## config.mk

```make
export PLATFORM = sky130hd
export DESIGN_NAME = uhi_top
export DESIGN_NICKNAME = d
export VERILOG_FILES = /design/src/include/uhi_pkg.sv /design/src/hdl/uhi_top.sv /design/src/hdl/uhi_fifo.sv
export SDC_FILE = /design/constraint.sdc
export NUM_CORES = 1
export LEC_CHECK = 0
export ABC_AREA = 0
export BUFFER_PORTS_ARGS = -buffer_cell sky130_fd_sc_hd__buf_2
export CAP_MARGIN = 30
export CORE_MARGIN = 4
export CORE_UTILIZATION = 45
export DETAILED_ROUTE_END_ITERATION = 10
export SYNTH_ARGS = -nofsm -noshare
export SYNTH_HDL_FRONTEND = slang
export SYNTH_SLANG_ARGS = --single-unit
```

## constraint.sdc

```tcl
create_clock -name mclk_i -period 8.2 [get_ports mclk_i]
set_input_delay 1.23 -clock mclk_i [delete_from_list [all_inputs] [get_ports mclk_i]]
set_output_delay 1.23 -clock mclk_i [all_outputs]
set_load 0.01 [all_outputs]
```

## src/include/uhi_pkg.sv

```systemverilog
// shared constants and types for the uart host data and interrupt block
package uhi_pkg;

    ////////////////////////////////////////////////////////////////////////////
    // widths and depths
    localparam int DATA_W = 8;
    localparam int ADDR_W = 8;
    localparam int FIFO_DEPTH = 32;
    localparam int FRAME_BITS = 8;
    localparam int BIT_CNT_W = 3;
    localparam logic [2:0] LAST_BIT = 3'h7;
    // trigger nibble is scaled by this shift to a fifo count
    localparam int TRIG_SHIFT = 1;

    ////////////////////////////////////////////////////////////////////////////
    // register offsets
    localparam logic [7:0] OFF_HOLD = 8'h00;
    localparam logic [7:0] OFF_PIN_EN = 8'h01;
    localparam logic [7:0] OFF_STATUS = 8'h02;
    localparam logic [7:0] OFF_ROUTE = 8'h03;
    localparam logic [7:0] OFF_AUX_EN = 8'h07;
    localparam logic [7:0] OFF_MODE_CTL = 8'h0A;
    localparam logic [7:0] OFF_TRIG = 8'h10;
    localparam logic [7:0] OFF_TX_LEVEL = 8'h11;
    localparam logic [7:0] OFF_RX_LEVEL = 8'h12;

    ////////////////////////////////////////////////////////////////////////////
    // values after reset
    localparam logic [7:0] RST_ZERO = 8'h00;
    localparam logic [7:0] RST_STATUS = 8'h60;
    localparam logic [7:0] RST_TRIG = 8'hFF;
    localparam logic [5:0] RST_ROUTE = 6'h00;

    ////////////////////////////////////////////////////////////////////////////
    // status bit positions
    localparam int ST_HANDSHAKE = 7;
    localparam int ST_RX_EMPTY = 6;
    localparam int ST_TX_EMPTY = 5;
    localparam int ST_TX_LEVEL = 4;
    localparam int ST_RX_LEVEL = 3;
    localparam int ST_AUX = 2;
    localparam int ST_SPECIAL = 1;
    localparam int ST_LINE_ERR = 0;

    // mode_control_two bit positions
    localparam int MODE_RX_EMPTY_INV = 3;
    localparam int MODE_RX_LEVEL_INV = 2;

    // line error vector positions
    localparam int LE_FRAMING = 3;
    localparam int LE_OVERRUN = 1;

    ////////////////////////////////////////////////////////////////////////////
    // serial link state
    typedef enum logic [2:0] {
        UHI_IDLE = 3'h1,
        UHI_DATA = 3'h2,
        UHI_STOP = 3'h4
    } uhi_link_state_t;

endpackage

```

## src/hdl/uhi_top.sv

```systemverilog
// host data port, serial link and interrupt status for one uart channel
//
// What this block does
// - every register except six-bit route is eight bits wide
// - hold read pops oldest received character
// - received bit zero is first serial bit
// - hold write pushes byte into transmit fifo
// - transmitter sends bit zero right after start
// - interrupt pin asserts on enabled set status
// - each pin enable gates same-position status bit
// - pin enables affect only pin, never status
// - status read clears latched status bits
// - bit 7 sets on any handshake edge
// - bit 6 rx empty, invertible by mode
// - bit 5 sets when transmit fifo empty
// - bit 4 sets at transmit trigger level
// - bit 4 self-clears below transmit trigger
// - bit 3 rx trigger level, invertible by mode
// - bit 2 sets on enabled aux status
// - bit 1 on special, break, address char
// - bit 0 on routed line errors
// - route bits 5..3 noise break framing
// - route bits 2..0 parity overrun timeout
// - status register resets to 0x60
`timescale 1ns/1ns
module uhi_top #(
    parameter int FIFO_DEPTH = uhi_pkg::FIFO_DEPTH
) (
    input wire logic mclk_i,
    input wire logic rstn_i,
    input wire logic ce_i,
    input wire logic [7:0] host_addr_i,
    input wire logic host_wr_i,
    input wire logic host_rd_i,
    input wire logic [7:0] host_wdata_i,
    output logic [7:0] host_rdata_o,
    output logic host_rvalid_o,
    output logic host_tx_room_o,
    input wire logic link_clk_i,
    input wire logic rx_i,
    output logic tx_o,
    input wire logic cts_n_i,
    input wire logic [5:0] line_status_i,
    input wire logic [7:0] aux_status_i,
    input wire logic special_char_i,
    input wire logic break_i,
    input wire logic multidrop_addr_i,
    output logic irq_n_o
);
    localparam int CW = $clog2(FIFO_DEPTH + 1);
    localparam int DW = uhi_pkg::DATA_W;

    // pin synchronisers
    logic cts_m_r, cts_s_r, cts_d_r;
    logic rx_m_r, rx_s_r;
    logic lclk_m_r, lclk_s_r, lclk_d_r;
    logic lclk_rise, lclk_fall;
    // software registers
    logic [DW-1:0] pin_en_r;
    logic [5:0] route_r;
    logic [DW-1:0] aux_en_r;
    logic [DW-1:0] mode_ctl_r;
    logic [DW-1:0] trig_r;
    logic [DW-1:0] stat_r;
    logic [DW-1:0] stat_nxt;
    logic [DW-1:0] stat_set;
    logic [DW-1:0] stat_clr;
    // host port
    logic [DW-1:0] rdata_r;
    logic [DW-1:0] rd_mux;
    logic rvalid_r;
    logic room_r;
    logic irq_n_r;
    logic irq_any;
    logic rd_hold, rd_stat, wr_hold;
    // fifo side
    logic rx_in_ready, rx_out_valid;
    logic [DW-1:0] rx_out_data;
    logic [CW-1:0] rx_count, tx_count, rx_trig, tx_trig;
    logic tx_in_ready, tx_out_valid, tx_pop;
    logic [DW-1:0] tx_out_data;
    // serial link
    uhi_pkg::uhi_link_state_t rx_state_r, tx_state_r;
    logic [2:0] rx_cnt_r, tx_cnt_r;
    logic [DW-1:0] rx_sh_r, tx_sh_r;
    logic rx_push_r, frame_err_r, overrun;
    logic tx_r;
    logic [5:0] line_err;

    ////////////////////////////////////////////////////////////////////////////
    // two flops on every pin, third flop only for edge finding
    always_ff @(posedge mclk_i) begin
        if (!rstn_i) begin
            cts_m_r <= 1'b1;
            cts_s_r <= 1'b1;
            cts_d_r <= 1'b1;
            rx_m_r <= 1'b1;
            rx_s_r <= 1'b1;
            lclk_m_r <= 1'b1; // link clock idles high
            lclk_s_r <= 1'b1; // no false edge after reset
            lclk_d_r <= 1'b1;
        end else if (ce_i) begin
            cts_m_r <= cts_n_i;
            cts_s_r <= cts_m_r;
            cts_d_r <= cts_s_r;
            rx_m_r <= rx_i;
            rx_s_r <= rx_m_r;
            lclk_m_r <= link_clk_i;
            lclk_s_r <= lclk_m_r;
            lclk_d_r <= lclk_s_r;
        end
    end

    assign lclk_rise = lclk_s_r & ~lclk_d_r;
    assign lclk_fall = ~lclk_s_r & lclk_d_r;

    ////////////////////////////////////////////////////////////////////////////
    // host access decode
    assign rd_hold = host_rd_i & (host_addr_i == uhi_pkg::OFF_HOLD);
    assign rd_stat = ce_i & host_rd_i & (host_addr_i == uhi_pkg::OFF_STATUS);
    assign wr_hold = host_wr_i & (host_addr_i == uhi_pkg::OFF_HOLD);

    // receive fifo, drained by host reads of the hold register
    uhi_fifo #(.WIDTH(DW), .DEPTH(FIFO_DEPTH), .CW(CW)) u_rx_fifo (
        .mclk_i(mclk_i),
        .rstn_i(rstn_i),
        .ce_i(ce_i),
        .in_valid_i(rx_push_r),
        .in_ready_o(rx_in_ready),
        .in_data_i(rx_sh_r),
        .out_valid_o(rx_out_valid),
        .out_ready_i(rd_hold),
        .out_data_o(rx_out_data),
        .count_o(rx_count)
    );

    // transmit fifo, filled by host writes of the hold register
    uhi_fifo #(.WIDTH(DW), .DEPTH(FIFO_DEPTH), .CW(CW)) u_tx_fifo (
        .mclk_i(mclk_i),
        .rstn_i(rstn_i),
        .ce_i(ce_i),
        .in_valid_i(wr_hold),
        .in_ready_o(tx_in_ready),
        .in_data_i(host_wdata_i),
        .out_valid_o(tx_out_valid),
        .out_ready_i(tx_pop),
        .out_data_o(tx_out_data),
        .count_o(tx_count)
    );

    ////////////////////////////////////////////////////////////////////////////
    // writable control registers, eight bits each except six-bit route
    always_ff @(posedge mclk_i) begin
        if (!rstn_i) begin
            pin_en_r <= uhi_pkg::RST_ZERO;
            route_r <= uhi_pkg::RST_ROUTE;
            aux_en_r <= uhi_pkg::RST_ZERO;
            mode_ctl_r <= uhi_pkg::RST_ZERO;
            trig_r <= uhi_pkg::RST_TRIG;
        end else if (ce_i && host_wr_i) begin
            unique case (host_addr_i)
                uhi_pkg::OFF_PIN_EN: pin_en_r <= host_wdata_i;
                uhi_pkg::OFF_ROUTE: route_r <= host_wdata_i[5:0];
                uhi_pkg::OFF_AUX_EN: aux_en_r <= host_wdata_i;
                uhi_pkg::OFF_MODE_CTL: mode_ctl_r <= host_wdata_i;
                uhi_pkg::OFF_TRIG: trig_r <= host_wdata_i;
                default: ;
            endcase
        end
    end

    // read data mux, unused bits and unmapped offsets read zero
    always_comb begin
        rd_mux = uhi_pkg::RST_ZERO;
        unique case (host_addr_i)
            uhi_pkg::OFF_HOLD: rd_mux = rx_out_valid ? rx_out_data : uhi_pkg::RST_ZERO;
            uhi_pkg::OFF_PIN_EN: rd_mux = pin_en_r;
            uhi_pkg::OFF_STATUS: rd_mux = stat_r;
            uhi_pkg::OFF_ROUTE: rd_mux = {2'h0, route_r};
            uhi_pkg::OFF_AUX_EN: rd_mux = aux_en_r;
            uhi_pkg::OFF_MODE_CTL: rd_mux = mode_ctl_r;
            uhi_pkg::OFF_TRIG: rd_mux = trig_r;
            uhi_pkg::OFF_TX_LEVEL: rd_mux = DW'(tx_count);
            uhi_pkg::OFF_RX_LEVEL: rd_mux = DW'(rx_count);
            default: rd_mux = uhi_pkg::RST_ZERO;
        endcase
    end

    // registered read answer one cycle after the strobe
    always_ff @(posedge mclk_i) begin
        if (!rstn_i) begin
            rdata_r <= uhi_pkg::RST_ZERO;
            rvalid_r <= 1'b0;
            room_r <= 1'b1;
        end else if (ce_i) begin
            rvalid_r <= host_rd_i;
            room_r <= tx_in_ready;
            if (host_rd_i) begin
                rdata_r <= rd_mux;
            end
        end
    end

    ////////////////////////////////////////////////////////////////////////////
    // receiver, samples on link clock rising edge, lsb first
    always_ff @(posedge mclk_i) begin
        if (!rstn_i) begin
            rx_state_r <= uhi_pkg::UHI_IDLE;
            rx_cnt_r <= '0;
            rx_sh_r <= uhi_pkg::RST_ZERO;
            rx_push_r <= 1'b0;
            frame_err_r <= 1'b0;
        end else if (ce_i) begin
            rx_push_r <= 1'b0;
            frame_err_r <= 1'b0;
            if (lclk_rise) begin
                unique case (rx_state_r)
                    uhi_pkg::UHI_IDLE: begin
                        if (!rx_s_r) begin
                            rx_state_r <= uhi_pkg::UHI_DATA;
                            rx_cnt_r <= '0;
                        end
                    end
                    uhi_pkg::UHI_DATA: begin
                        rx_sh_r <= {rx_s_r, rx_sh_r[DW-1:1]};
                        rx_cnt_r <= rx_cnt_r + 1'b1;
                        if (rx_cnt_r == uhi_pkg::LAST_BIT) begin
                            rx_state_r <= uhi_pkg::UHI_STOP;
                        end
                    end
                    uhi_pkg::UHI_STOP: begin
                        rx_push_r <= rx_s_r;
                        frame_err_r <= ~rx_s_r;
                        rx_state_r <= uhi_pkg::UHI_IDLE;
                    end
                    default: rx_state_r <= uhi_pkg::UHI_IDLE;
                endcase
            end
        end
    end

    // character lost because receive fifo is full
    assign overrun = rx_push_r & ~rx_in_ready;

    // transmitter, shifts on link clock falling edge
    assign tx_pop = lclk_fall & tx_out_valid & (tx_state_r == uhi_pkg::UHI_IDLE);

    always_ff @(posedge mclk_i) begin
        if (!rstn_i) begin
            tx_state_r <= uhi_pkg::UHI_IDLE;
            tx_cnt_r <= '0;
            tx_sh_r <= uhi_pkg::RST_ZERO;
            tx_r <= 1'b1;
        end else if (ce_i && lclk_fall) begin
            unique case (tx_state_r)
                uhi_pkg::UHI_IDLE: begin
                    if (tx_out_valid) begin
                        tx_r <= 1'b0;
                        tx_sh_r <= tx_out_data;
                        tx_cnt_r <= '0;
                        tx_state_r <= uhi_pkg::UHI_DATA;
                    end
                end
                uhi_pkg::UHI_DATA: begin
                    tx_r <= tx_sh_r[0];
                    tx_sh_r <= {1'b0, tx_sh_r[DW-1:1]};
                    tx_cnt_r <= tx_cnt_r + 1'b1;
                    if (tx_cnt_r == uhi_pkg::LAST_BIT) begin
                        tx_state_r <= uhi_pkg::UHI_STOP;
                    end
                end
                uhi_pkg::UHI_STOP: begin
                    tx_r <= 1'b1;
                    tx_state_r <= uhi_pkg::UHI_IDLE;
                end
                default: tx_state_r <= uhi_pkg::UHI_IDLE;
            endcase
        end
    end

    ////////////////////////////////////////////////////////////////////////////
    // status set conditions, independent of pin enables
    assign tx_trig = CW'(trig_r[3:0]) << uhi_pkg::TRIG_SHIFT;
    assign rx_trig = CW'(trig_r[7:4]) << uhi_pkg::TRIG_SHIFT;
    // own framing and overrun events merge into line errors
    assign line_err = line_status_i
        | {2'h0, frame_err_r, 1'b0, overrun, 1'b0};

    assign stat_set[uhi_pkg::ST_HANDSHAKE] = cts_s_r ^ cts_d_r;
    assign stat_set[uhi_pkg::ST_RX_EMPTY] = (rx_count == '0)
        ^ mode_ctl_r[uhi_pkg::MODE_RX_EMPTY_INV];
    assign stat_set[uhi_pkg::ST_TX_EMPTY] = (tx_count == '0);
    assign stat_set[uhi_pkg::ST_TX_LEVEL] = (tx_count >= tx_trig);
    assign stat_set[uhi_pkg::ST_RX_LEVEL] = (rx_count >= rx_trig)
        ^ mode_ctl_r[uhi_pkg::MODE_RX_LEVEL_INV];
    assign stat_set[uhi_pkg::ST_AUX] = |(aux_status_i & aux_en_r);
    assign stat_set[uhi_pkg::ST_SPECIAL] = special_char_i | break_i | multidrop_addr_i;
    assign stat_set[uhi_pkg::ST_LINE_ERR] = |(line_err & route_r);

    // clear on status read, bit 4 also drops below trigger
    always_comb begin
        stat_clr = {DW{rd_stat}};
        stat_clr[uhi_pkg::ST_TX_LEVEL] = rd_stat | (tx_count < tx_trig);
    end

    // per-bit update, a set wins over a clear in the same cycle
    for (genvar i = 0; i < DW; i++) begin : g_status
        assign stat_nxt[i] = stat_set[i] | (stat_r[i] & ~stat_clr[i]);
    end

    always_ff @(posedge mclk_i) begin
        if (!rstn_i) begin
            stat_r <= uhi_pkg::RST_STATUS;
        end else if (ce_i) begin
            stat_r <= stat_nxt;
        end
    end

    // active-low interrupt pin, bit-for-bit gating
    assign irq_any = |(stat_r & pin_en_r);

    always_ff @(posedge mclk_i) begin
        if (!rstn_i) begin
            irq_n_r <= 1'b1;
        end else if (ce_i) begin
            irq_n_r <= ~irq_any;
        end
    end

    // outputs straight from flops
    assign host_rdata_o = rdata_r;
    assign host_rvalid_o = rvalid_r;
    assign host_tx_room_o = room_r;
    assign tx_o = tx_r;
    assign irq_n_o = irq_n_r;

    ////////////////////////////////////////////////////////////////////////////
    // checks
    property p_irq_gate;
        @(posedge mclk_i) disable iff (!rstn_i)
        ce_i |=> (irq_n_o == !$past(irq_any));
    endproperty
    a_irq_gate: assert property (p_irq_gate) else $error("irq pin not gated status");

    property p_irq_release;
        @(posedge mclk_i) disable iff (!rstn_i)
        (ce_i && !irq_any) ##1 (ce_i && !irq_any) |=> irq_n_o;
    endproperty
    a_irq_release: assert property (p_irq_release) else $error("irq pin held low");

    property p_status_clear;
        @(posedge mclk_i) disable iff (!rstn_i)
        (rd_stat && !stat_set[uhi_pkg::ST_SPECIAL]) |=> !stat_r[uhi_pkg::ST_SPECIAL];
    endproperty
    a_status_clear: assert property (p_status_clear) else $error("status not cleared");

    property p_cts_edge;
        @(posedge mclk_i) disable iff (!rstn_i)
        (ce_i && (cts_s_r != cts_d_r)) |=> stat_r[uhi_pkg::ST_HANDSHAKE];
    endproperty
    a_cts_edge: assert property (p_cts_edge) else $error("handshake edge missed");

    property p_rx_empty;
        @(posedge mclk_i) disable iff (!rstn_i)
        (ce_i && (rx_count == '0) && !mode_ctl_r[uhi_pkg::MODE_RX_EMPTY_INV])
            |=> stat_r[uhi_pkg::ST_RX_EMPTY];
    endproperty
    a_rx_empty: assert property (p_rx_empty) else $error("rx empty flag missed");

    property p_tx_empty;
        @(posedge mclk_i) disable iff (!rstn_i)
        (ce_i && (tx_count == '0)) |=> stat_r[uhi_pkg::ST_TX_EMPTY];
    endproperty
    a_tx_empty: assert property (p_tx_empty) else $error("tx empty flag missed");

    property p_tx_level_drop;
        @(posedge mclk_i) disable iff (!rstn_i)
        (ce_i && (tx_count < tx_trig)) |=> !stat_r[uhi_pkg::ST_TX_LEVEL];
    endproperty
    a_tx_level_drop: assert property (p_tx_level_drop) else $error("tx level stuck");

    property p_line_route;
        @(posedge mclk_i) disable iff (!rstn_i)
        (ce_i && |(line_status_i & route_r)) |=> stat_r[uhi_pkg::ST_LINE_ERR];
    endproperty
    a_line_route: assert property (p_line_route) else $error("line error not routed");

    property p_pop_data;
        @(posedge mclk_i) disable iff (!rstn_i)
        (ce_i && rd_hold && rx_out_valid) |=> (host_rvalid_o && host_rdata_o == $past(rx_out_data));
    endproperty
    a_pop_data: assert property (p_pop_data) else $error("hold read data wrong");

    property p_tx_start;
        @(posedge mclk_i) disable iff (!rstn_i)
        (ce_i && tx_pop) |=> (!tx_o && tx_state_r == uhi_pkg::UHI_DATA);
    endproperty
    a_tx_start: assert property (p_tx_start) else $error("start bit missing");

    c_irq: cover property (@(posedge mclk_i) disable iff (!rstn_i) $fell(irq_n_o));
    c_rx_char: cover property (@(posedge mclk_i) disable iff (!rstn_i) rx_push_r && rx_in_ready);
    c_tx_stop: cover property (@(posedge mclk_i) disable iff (!rstn_i)
        tx_state_r == uhi_pkg::UHI_STOP && lclk_fall && ce_i);

endmodule // uhi_top

```

## src/hdl/uhi_fifo.sv

```systemverilog
// synchronous show-ahead fifo with valid and ready on both sides
`timescale 1ns/1ns
module uhi_fifo #(
    parameter int WIDTH = 8,
    parameter int DEPTH = 32,
    parameter int CW = $clog2(DEPTH + 1)
) (
    input wire logic mclk_i,
    input wire logic rstn_i,
    input wire logic ce_i,
    input wire logic in_valid_i,
    output logic in_ready_o,
    input wire logic [WIDTH-1:0] in_data_i,
    output logic out_valid_o,
    input wire logic out_ready_i,
    output logic [WIDTH-1:0] out_data_o,
    output logic [CW-1:0] count_o
);
    localparam int AW = $clog2(DEPTH);
    localparam logic [AW-1:0] LAST = AW'(DEPTH - 1);
    localparam logic [CW-1:0] FULL = CW'(DEPTH);

    logic [WIDTH-1:0] mem [DEPTH];
    logic [AW-1:0] wr_ptr_r;
    logic [AW-1:0] rd_ptr_r;
    logic [CW-1:0] count_r;
    logic push;
    logic pop;

    // handshakes, frozen while clock enable is low
    assign in_ready_o = (count_r != FULL);
    assign out_valid_o = (count_r != '0);
    assign push = ce_i & in_valid_i & in_ready_o;
    assign pop = ce_i & out_ready_i & out_valid_o;
    assign out_data_o = mem[rd_ptr_r];
    assign count_o = count_r;

    ////////////////////////////////////////////////////////////////////////////
    // storage array
    always_ff @(posedge mclk_i) begin
        if (push) begin
            mem[wr_ptr_r] <= in_data_i;
        end
    end

    // pointers and fill count
    always_ff @(posedge mclk_i) begin
        if (!rstn_i) begin
            wr_ptr_r <= '0;
            rd_ptr_r <= '0;
            count_r <= '0;
        end else begin
            if (push) begin
                wr_ptr_r <= (wr_ptr_r == LAST) ? '0 : wr_ptr_r + 1'b1;
            end
            if (pop) begin
                rd_ptr_r <= (rd_ptr_r == LAST) ? '0 : rd_ptr_r + 1'b1;
            end
            if (push && !pop) begin
                count_r <= count_r + 1'b1;
            end else if (pop && !push) begin
                count_r <= count_r - 1'b1;
            end
        end
    end

endmodule // uhi_fifo

```

=== Word level (Yosys, flattened, before mapping) ===
Memory sizes are Yosys's and may differ from the RTL's. A register that Yosys moved wholly into a read port is not among the register bits.
Cells that the tools add are included.

* Reduce and logical (&&, ||, !) cells: 35
* Add/sub/neg operators: 10
* Muxes and demuxes: 36
* Eq/ne operators: 26
* Order comparisons: 3
* Bitwise gates (word level): 50

{| class="wikitable"
|+ Operators by type and width
! operator !! number
|-
| case mux 8 bit (9 select lines) || 1
|-
| 2-to-1 mux 5 bit || 8
|-
| AND 1 bit || 25
|-
| equality test 8 x 5 -> 1 bit, second input constant || 3
|-
| 2-to-1 mux 6 bit || 4
|-
| case mux 3 bit (2 select lines) || 4
|-
| adder 5 x 1 -> 5 bit, second input constant || 4
|-
| equality test 5 bit, second input constant || 4
|-
| 2-to-1 mux 3 bit || 6
|-
| AND 8 bit || 2
|-
| equality test 8 x 2 -> 1 bit, second input constant || 2
|-
| 2-to-1 mux 8 bit || 2
|-
| case mux 8 bit (2 select lines) || 1
|-
| OR reduction 8 bit || 2
|-
| adder 6 x 1 -> 6 bit, second input constant || 2
|-
| equality test 3 bit, second input constant || 4
|-
| greater-or-equal comparator 6 x 5 -> 1 bit || 2
|-
| logical NOT 6 bit || 2
|-
| inequality test 6 bit, second input constant || 2
|-
| AND reduction 2 bit || 6
|-
| AND reduction 3 bit || 4
|-
| nonzero test 6 bit || 2
|-
| subtractor 6 x 1 -> 6 bit, second input constant || 2
|-
| OR 1 bit || 11
|-
| 21 further kinds || 55
|}

* Bits in registers: 128
* Output and inout port bits: 12
* Word-level logic and storage cells: 195
* Memories kept: 2
* Input port bits: 41
* RAM bits: 512

{| class="wikitable"
|+ Memories
! memory !! depth !! bits a word !! read ports !! clocked after Yosys merged registers in !! wr ports !! line !! text
|-
| u_rx_fifo.mem || 32 || 8 || 1 || 1 || 1 || uhi_fifo.sv:23 || <nowiki>logic [WIDTH-1:0] mem [DEPTH];</nowiki>
|-
| u_tx_fifo.mem || 32 || 8 || 1 || 1 || 1 || uhi_fifo.sv:23 ||
|}

=== Depth between registers and ports, before layout ===
* Depth after elaboration: 9
* Depth in mapped cells: 13
* Depth with buffers taken out: 12

=== Hierarchy ===
Synthesis repeated with hierarchy kept, for this count alone.

* Cells, all modules: 1800
* Area, all modules: 27029.7 um^2

{| class="wikitable"
|+ By module, submodules not included
! module !! area each (um^2) !! seq. area each (um^2) !! times used !! cells each
|-
| uhi_fifo at u_tx_fifo || 11114.4 || 8107.8 || 1 || 630
|-
| uhi_fifo at u_rx_fifo || 11104.4 || 8107.8 || 1 || 630
|-
| uhi_top || 4810.9 || 1921.8 || 1 || 540
|}

=== Least setup slack after synthesis ===
Ideal clock, no wire load.

* Path type: input port to flip-flop
* From: in host_addr_i[4]
* To: reg u_tx_fifo.count_r[5] (netlist: u_tx_fifo.count_o[5])
* Buffers on the path: 1
* Data required time: 8.130 ns
* Data arrival time: 3.773 ns
* Path slack: 4.357 ns
* Setup time: 0.070 ns
* Stages on the path: 13
* Cells stage by stage: clkbuf_1 > nor4_4 > and3_1 > nand3_1 > inv_1 > ha_1 > inv_1 > ha_1 > a21o_1 > a21oi_1 > o21ai_0 > a31o_2 > a21oi_1

* Cells in the longest elaborated chain, start to end: 7
* Elaborated cells on any way between the ends: 9
* Those cells by class: 1 x mux; 3 x bitwise; 5 x reduce/logical

{| class="wikitable"
|+ RTL lines
! item !! line !! text
|-
| start: declaration || uhi_top.sv:32 || <nowiki>input wire logic [7:0] host_addr_i,</nowiki>
|-
| logical NOT 8 bit * || uhi_top.sv:121 || <nowiki>assign wr_hold = host_wr_i & (host_addr_i == uhi_pkg::OFF_HOLD);</nowiki>
|-
| AND 1 bit * || uhi_top.sv:121 ||
|-
| AND 1 bit * (2 in a row) || uhi_fifo.sv:33 || <nowiki>assign push = ce_i & in_valid_i & in_ready_o;</nowiki>
|-
| net u_tx_fifo.push || uhi_fifo.sv:27 || <nowiki>logic push;</nowiki>
|-
| logical NOT 1 bit || uhi_fifo.sv:61 || <nowiki>end else if (pop && !push) begin</nowiki>
|-
| logical AND 1 bit || uhi_fifo.sv:61 ||
|-
| nonzero test 2 bit (no source line) || - ||
|-
| end signal: assignment || uhi_fifo.sv:60 || <nowiki>count_r <= count_r + 1'b1;</nowiki>
|-
| end signal: assignment || uhi_fifo.sv:62 || <nowiki>count_r <= count_r - 1'b1;</nowiki>
|-
| end: declaration || uhi_fifo.sv:26 || <nowiki>logic [CW-1:0] count_r;</nowiki>
|}

The timed path passes the listed nets; every way through them passes the cells marked *.
A chain may end at the register's enable or synchronous reset.

=== Worst setup path after layout ===
Ends and elaborated chain as after synthesis.

==> reports/results.txt <==
Congestion Overflow GR -> 0
Worst Hold Class -> flop to flop
Residual DRC -> 0
Mapped Cells -> 1647
leak pwr -> 0.009597 uW
worst r2r src -> u_tx_fifo.count_o[0]
Setup CP Type -> primary input to flop
Period minus WS final -> 4.006 ns
CTS max path bufs -> 3
Clock Pin Slew Worst Setup and Hold Paths -> 0.06 ns
worst hold start -> host_tx_room_o
final worst path period share -> 48.85%
Total Routing Usage GR -> 19.12%
VDD IR max -> 0.1531 mV
Vias/cell -> 5.865
area grow syn2layout -> 12.61%
crit start category -> primary input
Achievable Freq -> 0.2496 GHz
Crit. Startpoint -> host_addr_i[4]
CTS Hold Bufs -> 0
# Post-CTS Setup Buffers -> 0
largest net degree at the start of global routing -> 70
Final setup viols -> 0
Yosys cell types -> 74
global-route wire length before repair -> 91900 um
1st-pass router iterations -> 6
floorplan core area -> 58030 um^2
initial DRC count -> 1256
total design power -> 6687 uW
area of the mapped netlist -> 26550 um^2
grt met1 use -> 27.94%
CP required -> 8.72 ns
GR met3 Demand/Resource -> 3.683%
Reg-to-Reg End -> u_tx_fifo.count_o[5]
Rel. slew slack -> 36.18%
Routed Antenna Nets -> 0
crit path max fanout -> 19
DP HPWL -> 38220 um
Setup TNS -> 0 ns
syn avg cell area -> 16.12 um^2
later-pin clock latency in the skew report -> 0.60 ns
via count -> 14839
Ports -> 53
CTS buffer count -> 71
Cell Rows -> 88
ANT cells -> 0
CTS resizes -> 0
Min-Delay Endpoint -> host_tx_room_o
met2 usage -> 29.12%
Synth Register Bits -> 650
Crit path arrival time -> 4.53 ns
clock sink count -> 650
EDFF count, synth -> 512
skew final -> 0.02421 ns
Final Wtd Congestion -> 0.8407
CTS tree -> yes
Die X -> 250.9 um
synthesized net count -> 1726
layout cells sized above 1 -> 19.60%
status -> finished clean
register-to-register setup slack -> 4.66 ns
R2R cell count -> 12
die area -> 62940 um^2
die height -> 250.9 um
WHS Path Cells -> 2
H-tree Lvls -> 3
Power Density -> 223.7 nW/um^2
YS warnings -> 0
# Max-Cap Violations -> 0
Initial Util -> 45.75%
final std cells w/o fill -> 2530
vias in the first global route -> 14696
clk root buf -> clkbuf_16
Async SR Flop Fraction -> 0%
part of the Yosys area used for sequential elements -> 68.32%
GRT busiest layer -> met2
I/O Buffers -> 52
Final Hold Fails -> 0
crit end category -> flop
Slew @ Worst Pin -> 0.9572 ns
wire per inst -> 24.09 um
Top FF cell, synth -> edfxtp_1
Slew Viols, Final -> 0
Nets -> 1791
most common cell after layout, fill and taps aside -> edfxtp_1
final WL -> 60940 um
placed cells -> 2403
antenna violations before repair -> 0
RSZ-0062 raised after global routing -> no
commonest non-fill, non-tap cells in the layout -> 512 x edfxtp_1, 154 x nor2_1, 134 x mux4_2
## cells by family (layout without fill, tap and decap cells)
| group | count (synthesis) | count (layout) | synth area share [%] |
|---|---|---|---|
| DFF | 650 | 650 | 68.32 |
| buffers and inverters | 112 | 230 | 1.810 |
| adders and majority gates | 38 | 38 | 1.848 |
| AOI/OAI and AO/OA | 233 | 233 | 5.873 |
| and+or+nand+nor | 381 | 381 | 7.018 |
| muxes | 225 | 225 | 14.87 |
| xor gates and xnor gates | 8 | 8 | 0.2639 |
## worst max-delay path by stage
stage                                 to  cells after the start
finish              u_tx_fifo.count_o[5]                     13
global route        u_tx_fifo.count_o[5]                     13
CTS                 u_tx_fifo.count_o[5]                     13
detailed placement  u_tx_fifo.count_o[5]                     13
global placement    u_tx_fifo.count_o[5]                     13
floorplan           u_tx_fifo.count_o[5]                     13
## cell usage after synthesis (5+ instances only)
library cell  count  area share (%)
a211oi_1          9            0.25
a21boi_0          6            0.17
a21oi_1          62             1.2
a22oi_1          41             1.2
a31oi_1           8            0.19
and2_1            9            0.21
and3_1           10            0.24
buf_1             5           0.071
buf_2            18            0.34
buf_4             6            0.17
clkbuf_1         53            0.75
dfxtp_1         138              10
edfxtp_1        512              58
ha_1             36             1.7
inv_1            25            0.35
mux2_2           14            0.59
mux2i_1          77             2.9
mux4_2          134              11
nand2_1          81             1.1
nand2b_1         14            0.33
nand3_1          22            0.41
nand3b_1         16            0.45
nand4_1           7            0.16
nor2_1          154             2.2
nor2b_1          17            0.40
nor3_1            7            0.13
nor4_1            7            0.16
o211ai_1         12            0.34
o21ai_0          32            0.60
o22ai_1          18            0.42
or3_1             6            0.14
## critical path, stage by stage
cell	delay [ns]
buf_2	0.24
nor4_4	0.48
and3_1	0.32
nand3_1	0.30
inv_1	0.31
ha_1	0.30
inv_1	0.13
ha_1	0.29
a21o_1	0.17
a21oi_1	0.25
o21ai_0	0.15
a31o_2	0.22
a21oi_1	0.13
## power by group
group	total [uW]	leakage (uW)	internal (uW)	switching, uW
Sequential	3530	0.00579	3530	2.43
Combinational	86.3	0.00270	20.3	66.0
Clock	3070	0.00111	1820	1250
## metal layers
layer / wire length [um] / part of all wire [%]
met1: 26860 / 44
met2: 27690 / 45
met3: 4479 / 7.3
met4: 1905 / 3.1
met5: 0 / 0
## stage by stage
stage | area [um^2] | setup WS, ns | hold WS, ns | utilization (%)
2_1_floorplan | 26550 | 4.357 | 0.4413 | -
3_3_place_gp | 27530 | 3.712 | 0.4542 | 47.44
3_5_place_dp | 27620 | 3.648 | 0.4652 | 47.60
4_1_cts | 29870 | 4.274 | 0.4775 | 51.47
5_1_grt | 29890 | 4.003 | 0.4875 | 51.52
6_report | 29890 | 4.194 | 0.4707 | 51.52
## state kept, by name, summed over array words and instances (netlist names), 5 cells and up, named ones only
register and cells:
route_r 6, u_rx_fifo.count_o 6, mode_ctl_r 8, u_tx_fifo.rd_ptr_r 5
aux_en_r 8, trig_r 8, rx_sh_r 8, u_tx_fifo.count_o 6
host_rdata_o 8, pin_en_r 8, u_tx_fifo.mem 256, u_rx_fifo.wr_ptr_r 5
u_tx_fifo.wr_ptr_r 5, tx_sh_r 8, stat_r 8, u_rx_fifo.rd_ptr_r 5
u_rx_fifo.mem 256
## layout make-up
class / instances / area [um^2]
clock buffers: 98 / 1986
clock inverters: 28 / 259.0
fillers: 4663 / 28130
inverters: 28 / 106.4
multi-input cells: 885 / 7929
flip-flops and latches: 650 / 18150
well taps: 765 / 957.2
repair buffers: 76 / 508.0
Power figures use the tool's default switching activity.
